### config.mk
export PLATFORM = sky130hd
export DESIGN_NAME = acg_top
export DESIGN_NICKNAME = d
export VERILOG_FILES = /design/src/shared/acg_pkg.sv /design/src/core/acg_i2c_slave.sv /design/src/core/acg_top.sv
export VERILOG_INCLUDE_DIRS = /design/src /design/src/shared
export SDC_FILE = /design/constraint.sdc
export NUM_CORES = 1
export LEC_CHECK = 0
export ABC_AREA = 1
export ABC_CLOCK_PERIOD_IN_PS = 11400
export BUFFER_PORTS_ARGS = -buffer_cell sky130_fd_sc_hd__buf_2
export CAP_MARGIN = 25
export CORE_ASPECT_RATIO = 0.75
export CORE_MARGIN = 5
export CORE_UTILIZATION = 40
export DETAILED_ROUTE_END_ITERATION = 10
export GPL_TIMING_DRIVEN = 0
export SLEW_MARGIN = 20
export SYNTH_ARGS = -nofsm -noshare
export SYNTH_HDL_FRONTEND = slang
export SYNTH_SLANG_ARGS = --single-unit
### constraint.sdc
create_clock -name clk -period 11.4 [get_ports clk]
set_input_delay 2.28 -clock clk [delete_from_list [all_inputs] [get_ports clk]]
set_output_delay 2.28 -clock clk [all_outputs]
set_load 0.05 [all_outputs]
### src/shared/acg_defs.svh
// acg_defs: register offsets, field positions and reset values
`ifndef ACG_DEFS_SVH
`define ACG_DEFS_SVH
`define ACG_REG_DELAY       8'h05
`define ACG_REG_LEN         8'h06
`define ACG_REG_GAIN0       8'h08
`define ACG_REG_SHIFT0      8'h0B
`define ACG_REG_SOG         8'h0F
`define ACG_REG_SYNC        8'h10
`define ACG_REG_CLSEL       8'h11
`define ACG_REG_STAT        8'h1A
`define ACG_SOG_THR_HI      7
`define ACG_SOG_THR_LO      3
`define ACG_HPOL_BIT        6
`define ACG_SRC_GREEN_BIT   3
`define ACG_CLSEL_LO        4
`define ACG_RST_DELAY       8'h08
`define ACG_RST_LEN         8'h14
`define ACG_RST_GAIN        8'h80
`define ACG_RST_SHIFT       7'h00
`define ACG_RST_SOG         8'h78
`define ACG_RST_SYNC        8'h40
`define ACG_RST_CLSEL       8'h00
`define ACG_MID_CODE        8'h80
`define ACG_GND_CODE        8'h00
`define ACG_SHIFT_NEG_LIM   7'h40
`define ACG_SHIFT_NEG_SAT   7'h41
`define ACG_TRIM_MAX        8'h7F
`define ACG_TRIM_MIN        8'h81
`define ACG_RANGE_MIN_MV    10'h1F4
`define ACG_RANGE_MAX_MV    10'h3E8
`define ACG_STEP_MIN_UV     12'h7D0
`define ACG_STEP_MAX_UV     12'hFA0
`define ACG_GAIN_FULL       8'hFF
`define ACG_I2C_ADDR        7'h4C
`endif

### src/shared/acg_pkg.sv
// acg_pkg: shared types for the clamp, gain and offset control block
`default_nettype none
package acg_pkg;
	typedef enum logic [1:0] {
		CL_IDLE  = 2'b00,
		CL_DELAY = 2'b01,
		CL_WIN   = 2'b10
	} acg_clamp_st_t;
	typedef enum logic [2:0] {
		I_IDLE = 3'b000,
		I_ADDR = 3'b001,
		I_PTR  = 3'b010,
		I_DATA = 3'b011,
		I_RD   = 3'b100,
		I_ACK  = 3'b101,
		I_RACK = 3'b110
	} acg_i2c_st_t;
	typedef struct packed {
		logic       stb;
		logic [7:0] addr;
		logic [7:0] data;
	} acg_wr_t;
	typedef struct packed {
		logic [9:0]  range_mv;
		logic [11:0] step_uv;
		logic [6:0]  shift;
		logic [7:0]  trim;
		logic [7:0]  target;
	} acg_chan_out_t;
endpackage : acg_pkg
`default_nettype wire

### src/core/acg_i2c_slave.sv
// acg_i2c_slave: two-wire serial register port with auto-increment
`default_nettype none
`include "acg_defs.svh"
module acg_i2c_slave
	import acg_pkg::*;
#(
	parameter logic [6:0] DEV_ADDR = `ACG_I2C_ADDR
) (
	input  wire logic       clk,
	input  wire logic       rst_n,
	input  wire logic       scl_in,
	input  wire logic       sda_in,
	output logic            sda_oe,
	output acg_wr_t         wr,
	output logic [7:0]      rd_addr,
	input  wire logic [7:0] rd_data
);
	logic scl_m, scl_s, scl_d, sda_m, sda_s, sda_d;
	logic start, stop, rise, fall, nack;
	acg_i2c_st_t st, ret;
	logic [3:0] bitc;
	logic [7:0] sr, tx, ptr;

	// pins are asynchronous: two stages before any logic looks at them
	always_ff @(posedge clk) begin
		if (!rst_n) begin
			{scl_m, scl_s, scl_d} <= 3'h7;
			{sda_m, sda_s, sda_d} <= 3'h7;
		end else begin
			{scl_m, scl_s, scl_d} <= {scl_in, scl_m, scl_s};
			{sda_m, sda_s, sda_d} <= {sda_in, sda_m, sda_s};
		end
	end

	assign start   = scl_s & scl_d & sda_d & ~sda_s;
	assign stop    = scl_s & scl_d & ~sda_d & sda_s;
	assign rise    = scl_s & ~scl_d;
	assign fall    = ~scl_s & scl_d;
	assign rd_addr = ptr;

	always_ff @(posedge clk) begin
		if (!rst_n) begin
			st     <= I_IDLE;
			ret    <= I_IDLE;
			bitc   <= 4'h0;
			sr     <= 8'h00;
			tx     <= 8'h00;
			ptr    <= 8'h00;
			nack   <= 1'b0;
			sda_oe <= 1'b0;
		end else if (start) begin
			st     <= I_ADDR;
			bitc   <= 4'h0;
			sda_oe <= 1'b0;
		end else if (stop) begin
			st     <= I_IDLE;
			sda_oe <= 1'b0;
		end else if (rise) begin
			if (st == I_ADDR || st == I_PTR || st == I_DATA) begin
				sr   <= {sr[6:0], sda_s};
				bitc <= bitc + 4'h1;
			end
			if (st == I_RACK)
				nack <= sda_s;
		end else if (fall) begin
			unique case (st)
				I_IDLE: ;
				I_ADDR, I_PTR, I_DATA: if (bitc == 4'h8) begin
					bitc   <= 4'h0;
					st     <= I_ACK;
					sda_oe <= 1'b1;
					if (st == I_ADDR) begin
						ret <= sr[0] ? I_RD : I_PTR;
						// foreign address: stay off the line until next start
						if (sr[7:1] != DEV_ADDR) begin
							st     <= I_IDLE;
							sda_oe <= 1'b0;
						end
					end else if (st == I_PTR) begin
						ptr <= sr;
						ret <= I_DATA;
					end else begin
						ptr <= ptr + 8'h01;
						ret <= I_DATA;
					end
				end
				I_ACK: if (ret == I_RD) begin
					tx     <= rd_data;
					sda_oe <= ~rd_data[7];
					bitc   <= 4'h1;
					st     <= I_RD;
				end else begin
					sda_oe <= 1'b0;
					st     <= ret;
				end
				I_RD: if (bitc == 4'h8) begin
					sda_oe <= 1'b0;
					st     <= I_RACK;
					ptr    <= ptr + 8'h01;
				end else begin
					sda_oe <= ~tx[3'(4'h7 - bitc)];
					bitc   <= bitc + 4'h1;
				end
				I_RACK: if (nack) begin
					st <= I_IDLE;
				end else begin
					tx     <= rd_data;
					sda_oe <= ~rd_data[7];
					bitc   <= 4'h1;
					st     <= I_RD;
				end
				default: st <= I_IDLE;
			endcase
		end
	end

	always_ff @(posedge clk) begin
		if (!rst_n) begin
			wr <= '0;
		end else begin
			wr.stb  <= fall && !start && !stop && st == I_DATA && bitc == 4'h8;
			wr.addr <= ptr;
			wr.data <= sr;
		end
	end
endmodule : acg_i2c_slave
`default_nettype wire

### src/core/acg_top.sv
// acg_top: clamp timing, clamp loop and gain, offset and slicer settings
//
// Operation
// - clamp starts placement count after trailing sync
// - clamp stays on for duration count
// - placement and duration are 8-bit unsigned
// - ground clamp drives black to code zero
// - per-converter midscale or ground target select
// - 8-bit gain maps linearly onto input range
// - 7-bit per-channel offset, plus or minus 63
// - offset step scales with full-scale range
// - five-bit slicer threshold field, bits 7:3
// - green sync always taken as negative polarity
`default_nettype none
`include "acg_defs.svh"
module acg_top
	import acg_pkg::*;
#(
	parameter logic [6:0] DEV_ADDR = `ACG_I2C_ADDR
) (
	input  wire logic            clk,
	input  wire logic            rst_n,
	input  wire logic            scl_in,
	input  wire logic            sda_in,
	output logic                 sda_out,
	output logic                 sda_oe,
	input  wire logic            hsync_in,
	input  wire logic            green_sync_input,
	input  wire logic [2:0][7:0] adc_code,
	output logic                 clamp_active,
	output logic [4:0]           green_sync_threshold,
	output acg_chan_out_t [2:0]  chan_out
);
	if (DEV_ADDR[6:3] == 4'h0 || DEV_ADDR[6:3] == 4'hF) begin : g_bad_addr
		$error("device address falls in a reserved group");
	end

	acg_wr_t        wr;
	logic [7:0]     rd_addr, rd_data;
	logic [7:0]     clamp_delay_count, clamp_window_length;
	logic [7:0]     green_sync_threshold_ctrl, sync_polarity_ctrl, clamp_level_select;
	logic [2:0][7:0] range_set;
	logic [2:0][6:0] shift_set;
	logic [2:0][7:0] trim;
	logic [2:0][7:0] target;
	logic           hs_m, hs_s, hs_d, gs_m, gs_s, gs_d;
	logic           hs_edge, src_green, hpol, line_seen;
	acg_clamp_st_t  st;
	logic [7:0]     cnt;

	function automatic logic [9:0] range_of(input logic [7:0] g);
		logic [17:0] p;
		p = 18'(g) * 18'(`ACG_RANGE_MAX_MV - `ACG_RANGE_MIN_MV);
		return `ACG_RANGE_MIN_MV + 10'(p / 18'(`ACG_GAIN_FULL));
	endfunction : range_of

	function automatic logic [11:0] step_of(input logic [7:0] g);
		logic [19:0] p;
		p = 20'(g) * 20'(`ACG_STEP_MAX_UV - `ACG_STEP_MIN_UV);
		return `ACG_STEP_MIN_UV + 12'(p / 20'(`ACG_GAIN_FULL));
	endfunction : step_of

	acg_i2c_slave #(
		.DEV_ADDR (DEV_ADDR)
	) u_port (
		.clk     (clk),
		.rst_n   (rst_n),
		.scl_in  (scl_in),
		.sda_in  (sda_in),
		.sda_oe  (sda_oe),
		.wr      (wr),
		.rd_addr (rd_addr),
		.rd_data (rd_data)
	);

	// open drain: only ever pulls low
	assign sda_out = 1'b0;

	// power-up values follow the suggested starting point
	always_ff @(posedge clk) begin
		if (!rst_n) begin
			clamp_delay_count   <= `ACG_RST_DELAY;
			clamp_window_length <= `ACG_RST_LEN;
		end else if (wr.stb) begin
			if (wr.addr == `ACG_REG_DELAY)
				clamp_delay_count <= wr.data;
			if (wr.addr == `ACG_REG_LEN)
				clamp_window_length <= wr.data;
		end
	end

	always_ff @(posedge clk) begin
		if (!rst_n) begin
			green_sync_threshold_ctrl <= `ACG_RST_SOG;
			sync_polarity_ctrl        <= `ACG_RST_SYNC;
			clamp_level_select        <= `ACG_RST_CLSEL;
		end else if (wr.stb) begin
			if (wr.addr == `ACG_REG_SOG)
				green_sync_threshold_ctrl <= wr.data;
			if (wr.addr == `ACG_REG_SYNC)
				sync_polarity_ctrl <= wr.data;
			if (wr.addr == `ACG_REG_CLSEL)
				clamp_level_select <= wr.data;
		end
	end

	always_ff @(posedge clk) begin
		if (!rst_n) begin
			for (int c = 0; c < 3; c++) begin
				range_set[c] <= `ACG_RST_GAIN;
				shift_set[c] <= `ACG_RST_SHIFT;
			end
		end else if (wr.stb) begin
			for (int c = 0; c < 3; c++) begin
				if (wr.addr == `ACG_REG_GAIN0 + 8'(c))
					range_set[c] <= wr.data;
				if (wr.addr == `ACG_REG_SHIFT0 + 8'(c))
					shift_set[c] <= wr.data[6:0];
			end
		end
	end

	always_comb begin
		rd_data = 8'h00;
		unique case (rd_addr)
			`ACG_REG_DELAY:       rd_data = clamp_delay_count;
			`ACG_REG_LEN:         rd_data = clamp_window_length;
			`ACG_REG_GAIN0:       rd_data = range_set[0];
			`ACG_REG_GAIN0 + 8'h1: rd_data = range_set[1];
			`ACG_REG_GAIN0 + 8'h2: rd_data = range_set[2];
			`ACG_REG_SHIFT0:      rd_data = {1'b0, shift_set[0]};
			`ACG_REG_SHIFT0 + 8'h1: rd_data = {1'b0, shift_set[1]};
			`ACG_REG_SHIFT0 + 8'h2: rd_data = {1'b0, shift_set[2]};
			`ACG_REG_SOG:         rd_data = green_sync_threshold_ctrl;
			`ACG_REG_SYNC:        rd_data = sync_polarity_ctrl;
			`ACG_REG_CLSEL:       rd_data = clamp_level_select;
			`ACG_REG_STAT:        rd_data = {5'h00, line_seen, st == CL_DELAY, clamp_active};
			default:              rd_data = 8'h00;
		endcase
	end

	assign green_sync_threshold =
		green_sync_threshold_ctrl[`ACG_SOG_THR_HI:`ACG_SOG_THR_LO];

	always_ff @(posedge clk) begin
		if (!rst_n) begin
			{hs_m, hs_s, hs_d} <= 3'h0;
			{gs_m, gs_s, gs_d} <= 3'h7;
		end else begin
			{hs_m, hs_s, hs_d} <= {hsync_in, hs_m, hs_s};
			{gs_m, gs_s, gs_d} <= {green_sync_input, gs_m, gs_s};
		end
	end

	assign src_green = sync_polarity_ctrl[`ACG_SRC_GREEN_BIT];
	assign hpol      = sync_polarity_ctrl[`ACG_HPOL_BIT];
	// green sync ignores the polarity bit: its trailing edge is always a rise
	assign hs_edge = src_green ? (gs_s & ~gs_d)
		: (hpol ? (~hs_s & hs_d) : (hs_s & ~hs_d));

	always_ff @(posedge clk) begin
		if (!rst_n)
			line_seen <= 1'b0;
		else if (hs_edge)
			line_seen <= 1'b1;
	end

	// a new edge wins over any window in flight, so a short line never
	// carries a stale clamp into the next one
	always_ff @(posedge clk) begin
		if (!rst_n) begin
			st  <= CL_IDLE;
			cnt <= 8'h00;
		end else if (hs_edge) begin
			st  <= CL_DELAY;
			cnt <= 8'h00;
		end else begin
			unique case (st)
				CL_IDLE: ;
				CL_DELAY: if (cnt == clamp_delay_count) begin
					cnt <= 8'h00;
					st  <= (clamp_window_length == 8'h00) ? CL_IDLE : CL_WIN;
				end else begin
					cnt <= cnt + 8'h01;
				end
				CL_WIN: if (cnt == clamp_window_length - 8'h01) begin
					st <= CL_IDLE;
				end else begin
					cnt <= cnt + 8'h01;
				end
				default: st <= CL_IDLE;
			endcase
		end
	end

	assign clamp_active = (st == CL_WIN);

	// one code step per pixel: slow, but a single noisy sample moves trim by one code at most
	for (genvar c = 0; c < 3; c++) begin : g_chan
		assign target[c] = clamp_level_select[`ACG_CLSEL_LO + c]
			? `ACG_MID_CODE : `ACG_GND_CODE;
		always_ff @(posedge clk) begin
			if (!rst_n)
				trim[c] <= 8'h00;
			else if (clamp_active) begin
				if (adc_code[c] > target[c] && trim[c] != `ACG_TRIM_MIN)
					trim[c] <= trim[c] - 8'h01;
				else if (adc_code[c] < target[c] && trim[c] != `ACG_TRIM_MAX)
					trim[c] <= trim[c] + 8'h01;
			end
		end
		always_ff @(posedge clk) begin
			if (!rst_n) begin
				chan_out[c] <= '0;
			end else begin
				chan_out[c].range_mv <= range_of(range_set[c]);
				chan_out[c].step_uv  <= step_of(range_set[c]);
				chan_out[c].shift    <= (shift_set[c] == `ACG_SHIFT_NEG_LIM)
					? `ACG_SHIFT_NEG_SAT : shift_set[c];
				chan_out[c].trim     <= trim[c];
				chan_out[c].target   <= target[c];
			end
		end
	end

	logic [8:0] edge_age, win_age;
	always_ff @(posedge clk) begin
		if (!rst_n) begin
			edge_age <= 9'h1FF;
			win_age  <= 9'h000;
		end else begin
			edge_age <= hs_edge ? 9'h000 : (edge_age == 9'h1FF ? edge_age : edge_age + 9'h001);
			win_age  <= clamp_active ? win_age + 9'h001 : 9'h000;
		end
	end
endmodule : acg_top
`default_nettype wire

==> results.sh, run 1 <==
export IMPL_syn_avg_cell_area_um2=6.72
export IMPL_num_rows=78
export IMPL_ir_drop_mv=0.0717
export IMPL_grt_overflow_total=0
export IMPL_regToRegSetupSlack_ns=0.93
export IMPL_worst_slew_pin_slew_ns=1.17
export IMPL_die_x_um=294
export IMPL_synth_edf_count=0
export IMPL_hp_class="reg2reg"
export IMPL_synth_top_area_frac=0.247
export IMPL_synth_cells=3610
export IMPL_synth_top_cell_by_area="dfxtp_1"
export IMPL_total_power_mw=2.36
export IMPL_instances_no_fill=4664
export IMPL_clk_latency_ns=0.56
export IMPL_synthFlopType="dfxtp_1"
export IMPL_ys_seq_elements=299
export IMPL_relSlewSlack=0.214
export IMPL_cts_max_path_buffers=3
export IMPL_io_pins=173
export IMPL_path_class="reg2reg"
export IMPL_num_vias=23401
export IMPL_yosysSeqAreaShare=0.247
export IMPL_wl_per_cell_um=15.1
export IMPL_dieArea_um2=65800
export IMPL_yosys_warnings=0
export IMPL_place_congestion=0.944
export IMPL_htreeDepth=2
export IMPL_avgViaCountPerCell=5.02
export IMPL_cp_required_ns=11.85
export IMPL_ant_nets=0
export IMPL_cts_tree="yes"
export IMPL_cp_max_fo=10
export IMPL_io_buffer_count=149
export IMPL_drtIter0Drc=1877
export IMPL_die_h_um=223
export IMPL_cpPeakStageDelay_ns=0.61
export IMPL_antenna_found_initial=2
export IMPL_area_growth_pct=14.2
export IMPL_start_kind="flop"
export IMPL_grt_pass1_vias=21025
export IMPL_cpMostUsedCell="nand2_1"
export IMPL_drcViolationCount=0
export IMPL_final_max_slew_violation_count=0
export IMPL_synthTopCellsByArea="dfxtp_1, nand2_1, inv_1"
export IMPL_wl_um=70500
export IMPL_setup_viol=0
export IMPL_finClkSkew_ns=0.0137
export IMPL_core_area_um2=60300
export IMPL_end_kind="flop"
export IMPL_grt_pass1_wl_um=113000
export IMPL_finalHoldViolCount=0
export IMPL_start_util=0.402
export IMPL_cts_num_sinks=299
export IMPL_first_pass_iters=6
export IMPL_dpl_instance_area_um2=26100
export IMPL_whs_ns=0.411
export IMPL_ctsHoldBuffers=0
export IMPL_nNetsFinal=4099
export IMPL_maxCapViolations=0
export IMPL_clkTransAtPathRegs_ns=0.06
export IMPL_cts_root_buf="clkbuf_16"
export IMPL_synth_cell_type_count=70
export IMPL_design_area_um2=27700
export IMPL_synthArstFlopShare=0
export IMPL_timing_critical_path_slowest_stage_cell="fa_2"
export IMPL_p_per_area_nw_per_um2=85.3
export IMPL_outcome="finished, final reports clean"
export IMPL_fin_crit_sh=0.919
export IMPL_drive_above_1_share=0.145
export IMPL_dp_cells=4583
export IMPL_grt_max_degree=15
export IMPL_detailed_place_hpwl_um=56400
export IMPL_finish_utilization=0.459
export IMPL_syn_area_um2=24300
export IMPL_fin_crit_ns=10.47
export IMPL_worstPathArrival_ns=10.92
export IMPL_numCtsBuffers=36
export IMPL_grt_use_total=0.207
export IMPL_max_freq_mhz=95.5
export IMPL_p_leak_nw=14.5
synth_stat cells (4+ instances only):
cell type and n:
inv_2 26, xnor2_1 22, nor2_4 16, dfxtp_1 299, nand3b_1 16, nand2_4 19, clkinv_1 9, a31oi_1 7
nor3_1 35, nand3_4 5, a21oi_1 205, o2111ai_1 7, clkbuf_1 39, o41ai_1 8, a211oi_1 13, o211ai_1 16
o21ai_2 6, nor2_2 34, buf_6 11, o22ai_1 18, inv_1 630, or2_1 4, nand2_1 826, o221ai_1 6
o21bai_1 12, xor2_1 53, a221oi_1 6, nor2_1 284, a22oi_1 27, o21ai_0 170, or2_2 13, nand3_1 232
o31ai_1 5, nand2_2 71, ha_1 167, buf_4 28, nand3_2 35, fa_1 66, nand4_1 74, a21oi_2 6
o21ai_1 17, nor4_1 21
through the flow:
stage | worst slack [ns] | TNS, ns
CTS | 0.308 | 0
global route | -0.0911 | -0.0911
detailed placement | 0.362 | 0
floorplan | 1.97 | 0
global placement | 0.355 | 0
finish | 0.927 | 0
critical path, delay by kind of cell, from the launching register on:
family                   cells  cell delay (ns)
flip-flops                   1             0.40
AND/OR/NAND/NOR             52             5.60
adder cells (fa/ha/maj)      8             2.91
XOR/XNOR                     2             0.48
buffers and inverters       10             0.95
final cells by class:
cell class | instances | area [um^2]
Inverter | 669 | 2520
Multi-Input combinational cell | 2585 | 15600
Antenna cell | 1 | 2.50
Clock inverter | 14 | 178
Sequential cell | 299 | 6030
Fill cell | 6301 | 32600
Buffer | 79 | 487
Tap cell | 800 | 1000
Timing Repair Buffer | 166 | 880
Clock buffer | 51 | 1030
logic make-up (layout without fill, tap and decap cells):
logic type                 Yosys count  count (layout)  synth area share
and+or+nand+nor                   1699            1700             0.328
buffers and inverters              748             979             0.124
AOI/OAI and AO/OA                  554             554             0.133
DFF                                299             299             0.247
adders and majority gates          233             233             0.141
xor gates and xnor gates            76              76            0.0277
other                                1              23          0.000155
power breakdown:
group / switching (mW) / total, mW / internal (mW) / leakage (nW)
clock network: 0.480 / 1.18 / 0.704 / 0.582
logic: 0.0937 / 0.120 / 0.0260 / 11.5
registers: 0.00444 / 1.06 / 1.06 / 2.44
cell usage in the layout, fill, tap and decap left out, types with 78 or more instances in the layout:
cell     count
dfxtp_1    281
nand3_1    228
buf_2      151
a21oi_1    202
ha_1       161
o21ai_0    166
nor2_1     279
inv_1      629
nand2_1    817
nand2_2     78
routing by layer:
metal	global-route usage	wire length [um]	up-vias
li1	-	-	12095
met1	0.310	34600	10616
met2	0.307	29200	609
met3	0.0449	5450	79
met4	0.0401	1280	2
met5	0	13	-
registers in the layout, summed over array words and instances (netlist names), 2 cells and up:
name / cells
chan_out: 114
clamp_delay_count: 8
clamp_level_select: 8
clamp_window_length: 8
cnt: 8
green_sync_threshold_ctrl: 8
range_set: 24
shift_set: 21
st: 2
sync_polarity_ctrl: 8
trim: 24
u_port.bitc: 4
u_port.rd_addr: 8
u_port.ret: 3
u_port.sr: 8
u_port.st: 3
u_port.tx: 8
u_port.wr: 17
timing repair:
item | 4_1_cts | 5_1_grt
resized for setup | 0 | 80
hold endpoints to repair | 0 | 0
setup buffers | 0 | 12
setup endpoints to repair | 0 | 6
worst paths after layout:
check	cells after the start	end	from
worst max-delay path	72	chan_out[68]	range_set[8]
worst min-delay path	1	u_port.sda_s	u_port.sda_m
worst max register to register	72	chan_out[68]	range_set[8]
worst min register to register	1	u_port.sda_s	u_port.sda_m
(Power assumes the default switching activity.)
==> run 2: changes to the inputs <==
--- a/config.mk
+++ b/config.mk
@@ -10,7 +10,7 @@
 export ABC_CLOCK_PERIOD_IN_PS = 11400
 export BUFFER_PORTS_ARGS = -buffer_cell sky130_fd_sc_hd__buf_2
 export CAP_MARGIN = 25
-export CORE_ASPECT_RATIO = 0.75
+export CORE_ASPECT_RATIO = 0.9
 export CORE_MARGIN = 5
 export CORE_UTILIZATION = 40
 export DETAILED_ROUTE_END_ITERATION = 10
==> run 2 against run 1 <==
Compared with the run above:
- first-iteration DRC count is 1.7% higher
- register-to-register slack worse by 0.06 ns
- clock skew is 0.017 ns higher
- maximum frequency is 0.56% lower
- worst setup slack worse by 0.058 ns
- core utilization is 0.18 points higher
- hold slack better by 0.00085 ns
- die area hardly changed
- flip-flop and latch count stayed put
- clock power is 4% higher
- final cell count is 0.60% lower
==> results.sh, run 2 (same netlist as run 1, synthesis figures left out) <==
export IMPL_outcome="finished, final reports clean"
export IMPL_detailed_place_hpwl_um=56600
export IMPL_worst_slew_pin_slew_ns=1.04
export IMPL_wl_met1_um=34600
export IMPL_top_register="chan_out"
export IMPL_setup_viol=0
export IMPL_reg_top3="chan_out x114, range_set x24, trim x24"
export IMPL_drive_above_1_share=0.148
export IMPL_finalWorstSetupSlack_ns=0.869
export IMPL_maxCapViolations=0
export IMPL_grt_max_degree=14
export IMPL_num_vias=23381
export IMPL_cpMostUsedCell="nand2_1"
export IMPL_numCtsBuffers=36
export IMPL_finClkSkew_ns=0.0312
export IMPL_cts_num_sinks=299
export IMPL_grt_use_total=0.212
export IMPL_drcViolationCount=0
export IMPL_cts_tree="yes"
export IMPL_maxUsedRoutingLayer="met4"
export IMPL_num_rows=85
export IMPL_max_freq_mhz=95.0
export IMPL_wl_um=71400
export IMPL_finalHoldViolCount=0
export IMPL_route_met3_wl_um=4160
export IMPL_dieArea_um2=65700
export IMPL_first_pass_iters=6
export IMPL_cp_required_ns=11.83
export IMPL_p_per_area_nw_per_um2=87.1
export IMPL_start_kind="flop"
export IMPL_instances_no_fill=4636
export IMPL_start_util=0.405
export IMPL_rsz0062_at_grt="yes"
export IMPL_final_max_slew_violation_count=0
export IMPL_grt_pass1_vias=21807
export IMPL_grt_pass1_wl_um=115000
export IMPL_ir_drop_mv=0.106
export IMPL_hp_class="reg2reg"
export IMPL_drtIter0Drc=1909
export IMPL_post_place_ws_ns=0.320
export IMPL_dr_wl_met2_um=30600
export IMPL_ant_nets=0
export IMPL_core_area_um2=60000
export IMPL_end_kind="flop"
export IMPL_clkTransAtPathRegs_ns=0.06
export IMPL_io_pins=173
export IMPL_worstPathArrival_ns=10.96
export IMPL_grt_overflow_total=0
export IMPL_avgViaCountPerCell=5.04
export IMPL_nNetsFinal=4088
export IMPL_fin_crit_sh=0.924
export IMPL_area_growth_pct=14.0
export IMPL_io_buffer_count=149
export IMPL_largest_reg_flops=114
export IMPL_relSlewSlack=0.298
export IMPL_die_x_um=270
export IMPL_path_class="reg2reg"
export IMPL_htreeDepth=2
export IMPL_final_cell_mix="nand2_1, inv_1, dfxtp_1"
export IMPL_cts_root_buf="clkbuf_16"
export IMPL_wl_per_cell_um=15.4
export IMPL_p_leak_nw=14.5
export IMPL_ctsHoldBuffers=0
export IMPL_antenna_found_initial=2
export IMPL_clk_latency_ns=0.58
export IMPL_die_h_um=244
export IMPL_final_common_cell="nand2_1"
export IMPL_cp_max_fo=10
export IMPL_cts_max_path_buffers=3
export IMPL_fin_crit_ns=10.53
export IMPL_timing_critical_path_slowest_stage_cell="fa_2"
export IMPL_place_congestion=0.940
export IMPL_cpPeakStageDelay_ns=0.59
export IMPL_dp_cells=4564
## run 2: report_power, final
part,internal [mW],total (mW),switching (mW)
combinational,0.0254,0.121,0.0959
clock,0.725,1.23,0.502
sequential,1.05,1.06,0.00432
## run 2: layout make-up
class	count	area [um^2]
Multi-Input combinational cell	2584	15600
Antenna cell	1	2.50
Inverter	669	2520
Sequential cell	299	6030
Fill cell	6315	32300
Tap cell	783	980
Clock buffer	49	1020
Timing Repair Buffer	156	800
Buffer	79	490
Clock inverter	16	225
## run 2: metrics by stage
stage	power [mW]	utilization	hold slack, ns	setup TNS, ns	instance area [um^2]
3_3_place_gp	1.21	0.435	0.396	0	26100
3_5_place_dp	1.21	0.435	0.397	0	26100
2_1_floorplan	1.17	-	0.390	0	24300
4_1_cts	2.44	0.456	0.412	0	27400
5_1_grt	2.49	0.461	0.422	-0.0706	27700
6_report	2.41	0.461	0.412	0	27700
## run 2: timing repair
action                                  CTS  global route
gates resized for setup                   0            86
buffers inserted                          0             5
endpoints found under the setup margin    0             6
## run 2: routing by layer
| metal | track usage | vias up |
|---|---|---|
| met5 | 0 | - |
| met4 | 0.0580 | 0 |
| met3 | 0.0296 | 103 |
| met2 | 0.332 | 587 |
| met1 | 0.305 | 10648 |
| li1 | - | 12043 |
## run 2: worst max-delay path, delay by kind of cell (launching register included)
kind	cells	cell delay, ns
xor gates and xnor gates	2	0.39
buffers and inverters	11	1.02
DFF	1	0.39
AOI/OAI and AO/OA	1	0.22
adders and majority gates	8	2.93
and+or+nand+nor	55	5.39
## run 2: path summary, 6_finish.rpt
check	start	end	slack, ns	cells after the start
min	gs_m	gs_s	0.41	1
max reg2reg	range_set[9]	chan_out[68]	0.87	77
min reg2reg	gs_m	gs_s	0.41	1
max	range_set[9]	chan_out[68]	0.87	77
